### src/cpar_map.svh
`ifndef CPAR_MAP_SVH
`define CPAR_MAP_SVH
`define CPAR_IDX_PLL_FRACTION 5'h1c
`define CPAR_IDX_AUDIO_CTL4 5'h1d
`define CPAR_IDX_HANDSET_GAIN 5'h1e
`define CPAR_IDX_PLL_ENABLE 5'h1b
`define CPAR_IDX_STATUS 5'h10
`define CPAR_FRAC_MAX 14'h270f
`define CPAR_CTL4_RST 16'h0000
`define CPAR_HGAIN_RST 16'hff00
`define CPAR_GAIN_MAX 7'h7f
`define CPAR_FSREF_HZ 48000
`define CPAR_CLK_HZ 10000000
`define CPAR_TICK_CYC (`CPAR_CLK_HZ / `CPAR_FSREF_HZ)
`endif

### src/cpar_pkg.sv
package cpar_pkg;
  typedef struct packed {
    logic mic_gain_step_disable;
    logic dac_gain_step_disable;
    logic sidetone_step_disable;
    logic cellphone_step_disable;
    logic buzzer_step_disable;
    logic [1:0] agc_hysteresis_sel;
    logic [1:0] headset_bias_sel;
    logic handset_bias_sel;
  } cpar_ctl4_s;
  typedef enum logic [1:0] {
    CPAR_BIAS_HIGH,
    CPAR_BIAS_MID,
    CPAR_BIAS_LOW
  } cpar_bias_e;
endpackage : cpar_pkg

### src/cpar_regs.sv
// Functional notes
// (RQ1) Fractional multiplier field bits 15:2 above 9999 is used as 9999.
// (RQ2) Fractional value is applied only while the multiplier is enabled.
// (RQ3) Multiplier enable bit: 0 disables, 1 enables and gates fraction.
// (RQ4) Software writes zero to fraction low bits; they read zero.
// (RQ5) Bit 15 clear soft-steps mic gain, set changes it at once.
// (RQ6) Bit 14 clear soft-steps DAC gain, set disables stepping.
// (RQ7) Bit 13 sidetone stepping moves 0.5 dB per sample tick.
// (RQ8) Bit 12 cell-phone stepping moves 0.5 dB per sample tick.
// (RQ9) Bit 11 buzzer stepping moves 3 dB per sample tick.
// (RQ10) Hysteresis codes give 1, 2, 4 dB or none; handset AGC only.
// (RQ11) Headset bias: 00 high, 01 middle, 10 and 11 lowest.
// (RQ12) Handset bias bit: 0 higher level, 1 lower level.
// (RQ13) Software writes zero to bits 5:2 of audio control four.
// (RQ14) Short flag reads 1 once a headphone short is seen.
// (RQ15) Handset mute bit mutes when 1 and resets to 1.
// (RQ16) Handset gain 0 to 59.5 dB in half-dB steps, reset all ones.
// (RQ17) With AGC on, mute and gain read back the applied AGC gain; the code does so only while handset_selected is 1.
// (RQ18) Three-bit AGC target code is passed to the AGC.
// (RQ19) Four-bit AGC timing code selects attack and decay pair.
// (RQ20) AGC enable hands the gain stage to the AGC when 1.
// (RQ21) Stepping moves one increment per tick toward target, then stops.
//
// Implementation choice: the Avalon-MM interface to the registers.
`timescale 1ns/1ps
`default_nettype none
`include "cpar_map.svh"
module cpar_regs
  import cpar_pkg::*;
#(
  parameter int TICK_CYC = `CPAR_TICK_CYC
) (
  input wire logic clk,
  input wire logic rst_n,
  input wire logic [4:0] avs_address,
  input wire logic avs_read,
  input wire logic avs_write,
  input wire logic [31:0] avs_writedata,
  output logic [31:0] avs_readdata,
  output logic avs_waitrequest,
  input wire logic headphone_short_in,
  input wire logic handset_selected,
  input wire logic [7:0] agc_applied_gain,
  output logic multiplier_enable,
  output logic [13:0] pll_fraction_value,
  output cpar_ctl4_s ctl4,
  output cpar_bias_e headset_bias_level,
  output logic handset_bias_level,
  output logic [2:0] agc_hyst_db,
  output logic agc_hyst_active,
  output logic handset_input_mute,
  output logic [6:0] handset_applied_gain,
  output logic [2:0] handset_agc_target,
  output logic [3:0] handset_agc_timing,
  output logic handset_agc_enable,
  output logic fsref_tick
);

  // ****************************************
  // Bus handshake
  // ****************************************
  // One wait cycle per access: answer lands on the second edge.
  logic ack_r;
  logic [13:0] frac_r;
  logic en_r;
  cpar_ctl4_s ctl4_r;
  logic short_r;
  logic mute_r;
  logic [6:0] gain_r;
  logic [2:0] tgt_r;
  logic [3:0] tc_r;
  logic agc_en_r;
  logic [6:0] app_r;
  logic [1:0] sh_sync_r;
  logic [15:0] rd_nxt;
  logic wr_go;
  logic req;

  if (TICK_CYC < 1 || TICK_CYC > 65536) begin : g_bad_tick
    $error("TICK_CYC must lie between 1 and 65536");
  end

  assign req = (avs_read | avs_write) & ~ack_r;
  assign avs_waitrequest = (avs_read | avs_write) & ~ack_r;
  assign wr_go = avs_write & ack_r;

  always_ff @(posedge clk or negedge rst_n) begin
    if (!rst_n) begin
      ack_r <= 1'b0;
    end else begin
      ack_r <= req;
    end
  end

  function automatic logic [13:0] clamp_frac(input logic [13:0] v);
    clamp_frac = (v > `CPAR_FRAC_MAX) ? `CPAR_FRAC_MAX : v; // RQ1
  endfunction : clamp_frac

  // ****************************************
  // Register storage
  // ****************************************
  always_ff @(posedge clk or negedge rst_n) begin
    if (!rst_n) begin
      frac_r <= 14'h0000;
      en_r <= 1'b0;
    end else if (wr_go && avs_address == `CPAR_IDX_PLL_FRACTION) begin
      frac_r <= clamp_frac(avs_writedata[15:2]); // RQ1
    end else if (wr_go && avs_address == `CPAR_IDX_PLL_ENABLE) begin
      en_r <= avs_writedata[15]; // RQ3
    end
  end

  always_ff @(posedge clk or negedge rst_n) begin
    if (!rst_n) begin
      ctl4_r <= cpar_ctl4_s'(10'h000);
    end else if (wr_go && avs_address == `CPAR_IDX_AUDIO_CTL4) begin
      ctl4_r <= cpar_ctl4_s'(avs_writedata[15:6]);
    end
  end

  always_ff @(posedge clk or negedge rst_n) begin
    if (!rst_n) begin
      mute_r <= 1'b1; // RQ15
      gain_r <= `CPAR_GAIN_MAX; // RQ16
      tgt_r <= 3'h0;
      tc_r <= 4'h0;
      agc_en_r <= 1'b0;
    end else if (wr_go && avs_address == `CPAR_IDX_HANDSET_GAIN) begin
      mute_r <= avs_writedata[15];
      gain_r <= avs_writedata[14:8];
      tgt_r <= avs_writedata[7:5]; // RQ18
      tc_r <= avs_writedata[4:1]; // RQ19
      agc_en_r <= avs_writedata[0];
    end
  end

  // ****************************************
  // Short flag
  // ****************************************
  // Sticky until reset so a fault held across a clock edge is never missed.
  always_ff @(posedge clk or negedge rst_n) begin
    if (!rst_n) begin
      sh_sync_r <= 2'b00;
      short_r <= 1'b0;
    end else begin
      sh_sync_r <= {sh_sync_r[0], headphone_short_in};
      if (sh_sync_r[1]) begin
        short_r <= 1'b1; // RQ14
      end
    end
  end

  // ****************************************
  // Sample-rate tick and stepping
  // ****************************************
  logic [15:0] tick_cnt_r;
  always_ff @(posedge clk or negedge rst_n) begin
    if (!rst_n) begin
      tick_cnt_r <= 16'h0000;
      fsref_tick <= 1'b0;
    end else if (tick_cnt_r == 16'(TICK_CYC - 1)) begin
      tick_cnt_r <= 16'h0000;
      fsref_tick <= 1'b1;
    end else begin
      tick_cnt_r <= tick_cnt_r + 16'h0001;
      fsref_tick <= 1'b0;
    end
  end

  always_ff @(posedge clk or negedge rst_n) begin
    if (!rst_n) begin
      app_r <= `CPAR_GAIN_MAX;
    end else if (ctl4_r.mic_gain_step_disable) begin
      app_r <= gain_r; // RQ5
    end else if (fsref_tick && app_r < gain_r) begin
      app_r <= app_r + 7'h01; // RQ21
    end else if (fsref_tick && app_r > gain_r) begin
      app_r <= app_r - 7'h01; // RQ21
    end
  end

  // ****************************************
  // Outputs and readback
  // ****************************************
  always_comb begin
    rd_nxt = 16'h0000;
    if (avs_address == `CPAR_IDX_PLL_FRACTION) begin
      rd_nxt = {frac_r, 2'b00}; // RQ4
    end else if (avs_address == `CPAR_IDX_PLL_ENABLE) begin
      rd_nxt = {en_r, 15'h0000};
    end else if (avs_address == `CPAR_IDX_AUDIO_CTL4) begin
      rd_nxt = {ctl4_r, 4'h0, short_r, 1'b0}; // RQ13 RQ14
    end else if (avs_address == `CPAR_IDX_HANDSET_GAIN) begin
      if (agc_en_r && handset_selected) begin
        rd_nxt = {agc_applied_gain, tgt_r, tc_r, agc_en_r}; // RQ17
      end else begin
        rd_nxt = {mute_r, gain_r, tgt_r, tc_r, agc_en_r};
      end
    end else if (avs_address == `CPAR_IDX_STATUS) begin
      rd_nxt = {15'h0000, app_r == gain_r};
    end
  end

  always_ff @(posedge clk or negedge rst_n) begin
    if (!rst_n) begin
      avs_readdata <= 32'h0000_0000;
    end else if (req) begin
      avs_readdata <= {16'h0000, rd_nxt};
    end
  end

  assign multiplier_enable = en_r; // RQ3
  assign pll_fraction_value = en_r ? frac_r : 14'h0000; // RQ2
  assign ctl4 = ctl4_r; // RQ6 RQ7 RQ8 RQ9
  always_comb begin
    if (ctl4_r.headset_bias_sel == 2'b00) begin
      headset_bias_level = CPAR_BIAS_HIGH; // RQ11
    end else if (ctl4_r.headset_bias_sel == 2'b01) begin
      headset_bias_level = CPAR_BIAS_MID;
    end else begin
      headset_bias_level = CPAR_BIAS_LOW;
    end
  end
  assign handset_bias_level = ~ctl4_r.handset_bias_sel; // RQ12
  assign agc_hyst_db = (ctl4_r.agc_hysteresis_sel == 2'b11) ? 3'd0 :
    (3'd1 << ctl4_r.agc_hysteresis_sel); // RQ10
  assign agc_hyst_active = agc_en_r & handset_selected; // RQ10
  assign handset_input_mute = agc_en_r ? 1'b0 : mute_r; // RQ15 RQ20
  assign handset_applied_gain = app_r; // RQ16
  assign handset_agc_target = tgt_r;
  assign handset_agc_timing = tc_r;
  assign handset_agc_enable = agc_en_r; // RQ20

  // ****************************************
  // Checks
  // ****************************************
  property p_clamp;
    @(posedge clk) disable iff (!rst_n)
      (wr_go && avs_address == `CPAR_IDX_PLL_FRACTION) |=>
        frac_r <= `CPAR_FRAC_MAX;
  endproperty
  a_clamp: assert property (p_clamp) else $error("fraction over max"); // RQ1
  property p_gate;
    @(posedge clk) disable iff (!rst_n)
      !multiplier_enable |-> pll_fraction_value == 14'h0000;
  endproperty
  a_gate: assert property (p_gate) else $error("fraction leaks"); // RQ2
  property p_wait;
    @(posedge clk) disable iff (!rst_n)
      $rose(avs_read) |-> avs_waitrequest ##1 !avs_waitrequest;
  endproperty
  a_wait: assert property (p_wait) else $error("bad wait timing");
  property p_short;
    @(posedge clk) disable iff (!rst_n)
      sh_sync_r[1] |=> short_r;
  endproperty
  a_short: assert property (p_short) else $error("short lost"); // RQ14
  property p_nodis;
    @(posedge clk) disable iff (!rst_n)
      ctl4_r.mic_gain_step_disable |=> app_r == $past(gain_r);
  endproperty
  a_nodis: assert property (p_nodis) else $error("no instant gain"); // RQ5
  property p_step;
    @(posedge clk) disable iff (!rst_n)
      (!fsref_tick && !ctl4_r.mic_gain_step_disable) |=> $stable(app_r);
  endproperty
  a_step: assert property (p_step) else $error("step off tick"); // RQ21
  property p_bias;
    @(posedge clk) disable iff (!rst_n)
      ctl4_r.headset_bias_sel[1] |-> headset_bias_level == CPAR_BIAS_LOW;
  endproperty
  a_bias: assert property (p_bias) else $error("bias level"); // RQ11
  property p_agc;
    @(posedge clk) disable iff (!rst_n)
      agc_en_r |-> !handset_input_mute;
  endproperty
  a_agc: assert property (p_agc) else $error("mute under agc"); // RQ20
  property p_frac_rd;
    @(posedge clk) disable iff (!rst_n)
      (req && avs_address == `CPAR_IDX_PLL_FRACTION) |=>
        avs_readdata[1:0] == 2'b00;
  endproperty
  a_frac_rd: assert property (p_frac_rd) else $error("low bits set"); // RQ4
  property p_en_wr;
    @(posedge clk) disable iff (!rst_n)
      (wr_go && avs_address == `CPAR_IDX_PLL_ENABLE) |=>
        multiplier_enable == $past(avs_writedata[15]);
  endproperty
  a_en_wr: assert property (p_en_wr) else $error("enable lost"); // RQ3
  property p_dac_wr;
    @(posedge clk) disable iff (!rst_n)
      (wr_go && avs_address == `CPAR_IDX_AUDIO_CTL4) |=>
        ctl4.dac_gain_step_disable == $past(avs_writedata[14]);
  endproperty
  a_dac_wr: assert property (p_dac_wr) else $error("step bit"); // RQ6
  property p_side_wr;
    @(posedge clk) disable iff (!rst_n)
      (wr_go && avs_address == `CPAR_IDX_AUDIO_CTL4) |=>
        ctl4.sidetone_step_disable == $past(avs_writedata[13]);
  endproperty
  a_side_wr: assert property (p_side_wr) else $error("step bit"); // RQ7
  property p_cell_wr;
    @(posedge clk) disable iff (!rst_n)
      (wr_go && avs_address == `CPAR_IDX_AUDIO_CTL4) |=>
        ctl4.cellphone_step_disable == $past(avs_writedata[12]);
  endproperty
  a_cell_wr: assert property (p_cell_wr) else $error("step bit"); // RQ8
  property p_buzz_wr;
    @(posedge clk) disable iff (!rst_n)
      (wr_go && avs_address == `CPAR_IDX_AUDIO_CTL4) |=>
        ctl4.buzzer_step_disable == $past(avs_writedata[11]);
  endproperty
  a_buzz_wr: assert property (p_buzz_wr) else $error("step bit"); // RQ9
  property p_hyst;
    @(posedge clk) disable iff (!rst_n)
      ctl4_r.agc_hysteresis_sel == 2'b11 |-> agc_hyst_db == 3'd0;
  endproperty
  a_hyst: assert property (p_hyst) else $error("hysteresis"); // RQ10
  property p_mid;
    @(posedge clk) disable iff (!rst_n)
      ctl4_r.headset_bias_sel == 2'b01 |-> headset_bias_level == CPAR_BIAS_MID;
  endproperty
  a_mid: assert property (p_mid) else $error("middle bias"); // RQ11
  property p_hbias;
    @(posedge clk) disable iff (!rst_n)
      ctl4_r.handset_bias_sel |-> !handset_bias_level;
  endproperty
  a_hbias: assert property (p_hbias) else $error("handset bias"); // RQ12
  property p_sticky;
    @(posedge clk) disable iff (!rst_n)
      short_r |=> short_r;
  endproperty
  a_sticky: assert property (p_sticky) else $error("short cleared"); // RQ14
  property p_mute_wr;
    @(posedge clk) disable iff (!rst_n)
      (wr_go && avs_address == `CPAR_IDX_HANDSET_GAIN) |=>
        mute_r == $past(avs_writedata[15]);
  endproperty
  a_mute_wr: assert property (p_mute_wr) else $error("mute lost"); // RQ15
  property p_agc_rd;
    @(posedge clk) disable iff (!rst_n)
      (req && avs_address == `CPAR_IDX_HANDSET_GAIN &&
        agc_en_r && handset_selected) |=>
        avs_readdata[15:8] == $past(agc_applied_gain);
  endproperty
  a_agc_rd: assert property (p_agc_rd) else $error("agc gain not read"); // RQ17
  property p_stop;
    @(posedge clk) disable iff (!rst_n)
      (app_r == gain_r && !ctl4_r.mic_gain_step_disable) |=> $stable(app_r);
  endproperty
  a_stop: assert property (p_stop) else $error("step past target"); // RQ21
  property p_tick;
    @(posedge clk) disable iff (!rst_n)
      (fsref_tick && TICK_CYC > 1) |=> !fsref_tick;
  endproperty
  a_tick: assert property (p_tick) else $error("tick too long"); // RQ21
endmodule : cpar_regs
`default_nettype wire

### config.mk
export PLATFORM = sky130hd
export DESIGN_NAME = cpar_regs
export DESIGN_NICKNAME = d
export VERILOG_FILES = /design/src/cpar_pkg.sv /design/src/cpar_regs.sv
export VERILOG_INCLUDE_DIRS = /design/src /design/src/src
export SDC_FILE = /design/constraint.sdc
export NUM_CORES = 1
export LEC_CHECK = 0
export ABC_CLOCK_PERIOD_IN_PS = 5200
export BUFFER_PORTS_ARGS = -buffer_cell sky130_fd_sc_hd__buf_2
export CAP_MARGIN = 20
export CORE_MARGIN = 2
export CORE_UTILIZATION = 40
export DETAILED_ROUTE_END_ITERATION = 16
export GPL_TIMING_DRIVEN = 0
export PLACE_DENSITY = 0.67
export SLEW_MARGIN = 20
export SYNTH_ARGS = -nofsm -noshare
export SYNTH_HDL_FRONTEND = slang
export SYNTH_SLANG_ARGS = --single-unit
### constraint.sdc
create_clock -name clk -period 5.2 [get_ports clk]
set_input_delay 0.26 -clock clk [delete_from_list [all_inputs] [get_ports clk]]
set_output_delay 0.26 -clock clk [all_outputs]
set_load 0.1 [all_outputs]
==> reports/summary.md <==
- 0.870 — final estimated routing congestion in global placement
- 0.00776 ns — largest clock skew in the final design
- 10.7 um^2 — Post-Syn Area per Cell
- 0.500 ns — transition time of the tightest slew-check pin
- 0.35 ns — clock latency at the later pin of the worst-skew pair
- 0.132 ns — smallest hold slack
- 22.4% — signed area change from the synthesized netlist to the final layout
- sky130_fd_sc_hd__dfrtp_1 — Synth Flop Type
- 1 — Critical path buffers and inverters
- no — RSZ-0062 raised after global routing
- 0.55 ns — Largest stage delay, worst path
- 0 ns — Total Neg Setup Slack
- 62.3% — post-route fraction of the period consumed by the critical path
- 0.309 GHz — peak clock frequency supported by timing
- 85 — flop and latch count out of synthesis
- reg -> reg — category of the most critical setup path
- 102 x sky130_fd_sc_hd__buf_2, 70 x sky130_fd_sc_hd__dfrtp_1, 44 x sky130_fd_sc_hd__nand2_1, 21 x sky130_fd_sc_hd__o21ai_0 — commonest cells after routing, fill and taps aside
- 0 — Finish-stage setup viols
- sky130_fd_sc_hd__ha_1 — most frequent cell on the critical path
- 0 — number of maximum-capacitance violations
- 0 — Antenna Cells
- 417 nW/um^2 — power density over the cells
- 5.45 ns — Worst EP required
- 10700 um^2 — placeable core area
- 2 — clock tree buffer depth
- compound AO/OA/AOI/OAI gates — gate family responsible for the most delay along the worst path
- finished clean — result of the run
- 5350 um^2 — Finished Cell Area
- 11.0 mm — routed wire length
- 0.09 ns — clock slew at the register clock pins of the worst setup and hold paths
- 0.000226 V — largest voltage drop on the vdd net
- register — launching element type of the critical path
- 4 — Initial DRT Pass Iterations
- 0 — remaining routing DRC violations
- 5120 um^2 — post-placement cell area
- 8 — largest driver fanout on the critical path
- inv_1 > ha_1 > nand4_1 > a21oi_1 > or2_1 > ha_1 > and2_1 > o21ai_0 > a311oi_1 > a2111oi_0 > a221oi_1 — cell breakdown of the critical path
- sky130_fd_sc_hd__buf_2 — leading cell type in the layout, fill and taps excluded
- 3 — H-tree depth
- 9 — Inserted Clock Buffers
- in -> reg — Hold Path Class
- 133 — top-level I/O count
- 3.24 ns — crit path time final
- 16.1 um — WL/cell
- 3572 — via count
- 1034 — number of fill cells
- 19.3% — overall track demand over capacity in global routing
- 2.64 nW — Leakage
- 3.49 ns — data arrival time of the critical path
- 17.4 mm — wire length of the first global-routing pass
- 49.1% — share of the yosys chip area belonging to registers
- 40.6% — initial cell density of the core
- 11800 um^2 — full die area
- 0 — number of enable-type register cells in the synthesized netlist
- 85 — # clock sinks
- 100% — FFs w/ async S/R, synth
- 0 — initial antenna violation count
- 109 um — horizontal die dimension
- 33.8% — fraction of final layout cells sized beyond drive strength 1
- 0 — Post-CTS Resized
- 0 — number of pins with negative max-slew slack in the final report
- 61 — largest net degree at the start of global routing
- 109 um — height of the chip
- 99 — IO buf count
- 0 — Fin. Hold Viols
- 408 — instance count of the mapped netlist
- 8.33 mm — DP Wirelength
- 5.25 — mean number of vias per cell
- 601 — Final nets
- 0 — number of warnings issued by yosys
- 4370 um^2 — synthesized cell area
- 0 — total global routing overflow
- 38 — Site Rows
- yes — CTS tree
- 66.7% — Slew headroom
- sky130_fd_sc_hd__clkbuf_8 — clock root buffer
- register — crit end category
- sky130_fd_sc_hd__dfstp_2 — cell with the largest stage delay on the worst path
- 54 — count of cell types in the netlist
- 0 — count of antenna-violating nets left after detailed routing
- 194 — number of design-rule violations left by the first detailed-router iteration
- 3468 — vias in the first global route
## synthesized netlist by cell type, drive strengths merged, types with 3 or more instances
cell type | n | area share, %
dfrtp | 70 | 40
nand2 | 45 | 3.9
mux2 | 26 | 7.6
o21ai | 23 | 2.6
buf | 22 | 3.6
and2 | 18 | 2.6
nand3 | 17 | 2.2
nor2 | 17 | 1.6
dfstp | 15 | 9.0
a21oi | 14 | 1.6
inv | 14 | 1.2
ha | 13 | 3.7
xnor2 | 11 | 2.2
nand4 | 10 | 1.4
clkbuf | 8 | 0.69
a221oi | 7 | 1.4
a22oi | 7 | 1.2
nor2b | 7 | 1.0
nor3 | 7 | 1.2
o22a | 7 | 1.4
xor2 | 7 | 1.4
mux2i | 6 | 1.4
a22o | 5 | 1.0
a21o | 3 | 0.52
a222oi | 3 | 0.69
nand3b | 3 | 0.52
nor4 | 3 | 0.43
## repair_timing
| item | in CTS | in global routing |
|---|---|---|
| endpoints found under the hold margin | 17 | 0 |
| hold buffers | 2 | 0 |
| setup buffers | 0 | 0 |
## cells by family after synthesis
family	Yosys count	share of synthesized area (%)
mux	32	8.94
fa+ha+maj	14	4.18
flops	85	49.1
buf+inv	44	5.53
compound gates	77	11.9
other cells	1	0.0859
xor+xnor	18	3.61
simple gates	137	16.6
## path summary, 6_finish.rpt
kind	from	to	slack [ns]	cells after the start
min in group asynchronous	rst_n	avs_readdata[8]$_DFFE_PN0P_	0.35	2
hold reg to reg	sh_sync_r[0]$_DFF_PN0_	sh_sync_r[1]$_DFF_PN0_	0.36	0
max in group asynchronous	rst_n	handset_applied_gain[5]$_DFFE_PN1P_	4.18	3
hold / removal	avs_writedata[0]	handset_agc_enable$_DFFE_PN0P_	0.13	2
setup / recovery	gain_r[5]$_DFFE_PN1P_	handset_applied_gain[6]$_DFFE_PN1P_	1.96	11
setup reg to reg	gain_r[5]$_DFFE_PN1P_	handset_applied_gain[6]$_DFFE_PN1P_	1.96	11
## where the power goes
| group | switching, mW | internal [mW] |
|---|---|---|
| Sequential | 0.0741 | 0.754 |
| Clock | 0.237 | 0.236 |
| Combinational | 0.712 | 0.217 |
## registers in the layout, summed over array words and instances (netlist names)
register,flops
short_r,1
fsref_tick,1
handset_agc_timing,4
ack_r,1
tick_cnt_r,16
handset_applied_gain,7
frac_r,14
sh_sync_r,2
avs_readdata,16
handset_agc_target,3
handset_agc_enable,1
mute_r,1
ctl4,10
gain_r,7
multiplier_enable,1
## stage by stage
stage	total power, mW	utilization (%)	instances	setup slack, ns
floorplan	1.59	-	423	1.98
global placement	1.75	47.4	662	2.09
detailed placement	1.77	47.7	663	1.99
CTS	2.24	49.7	681	1.98
global route	2.33	49.7	681	1.72
finish	2.23	49.7	681	1.96
## layer usage
layer	wire length, um	GRT usage [%]
met1	4850	26.6
met2	5080	30.6
met3	939	5.12
met4	102	4.21
met5	0	0
## final cells by class
type,count,area [um^2],share of cell area [%]
repair buffers,102,546,10.2
inverters,14,52.6,0.983
multi-input cells,294,2040,38.1
clock buffers,11,141,2.65
plain buffers,30,189,3.53
flip-flops and latches,85,2150,40.1
clock inverters,5,58.8,1.10
well taps,140,175,3.28
Power figures use the tool's default switching activity.
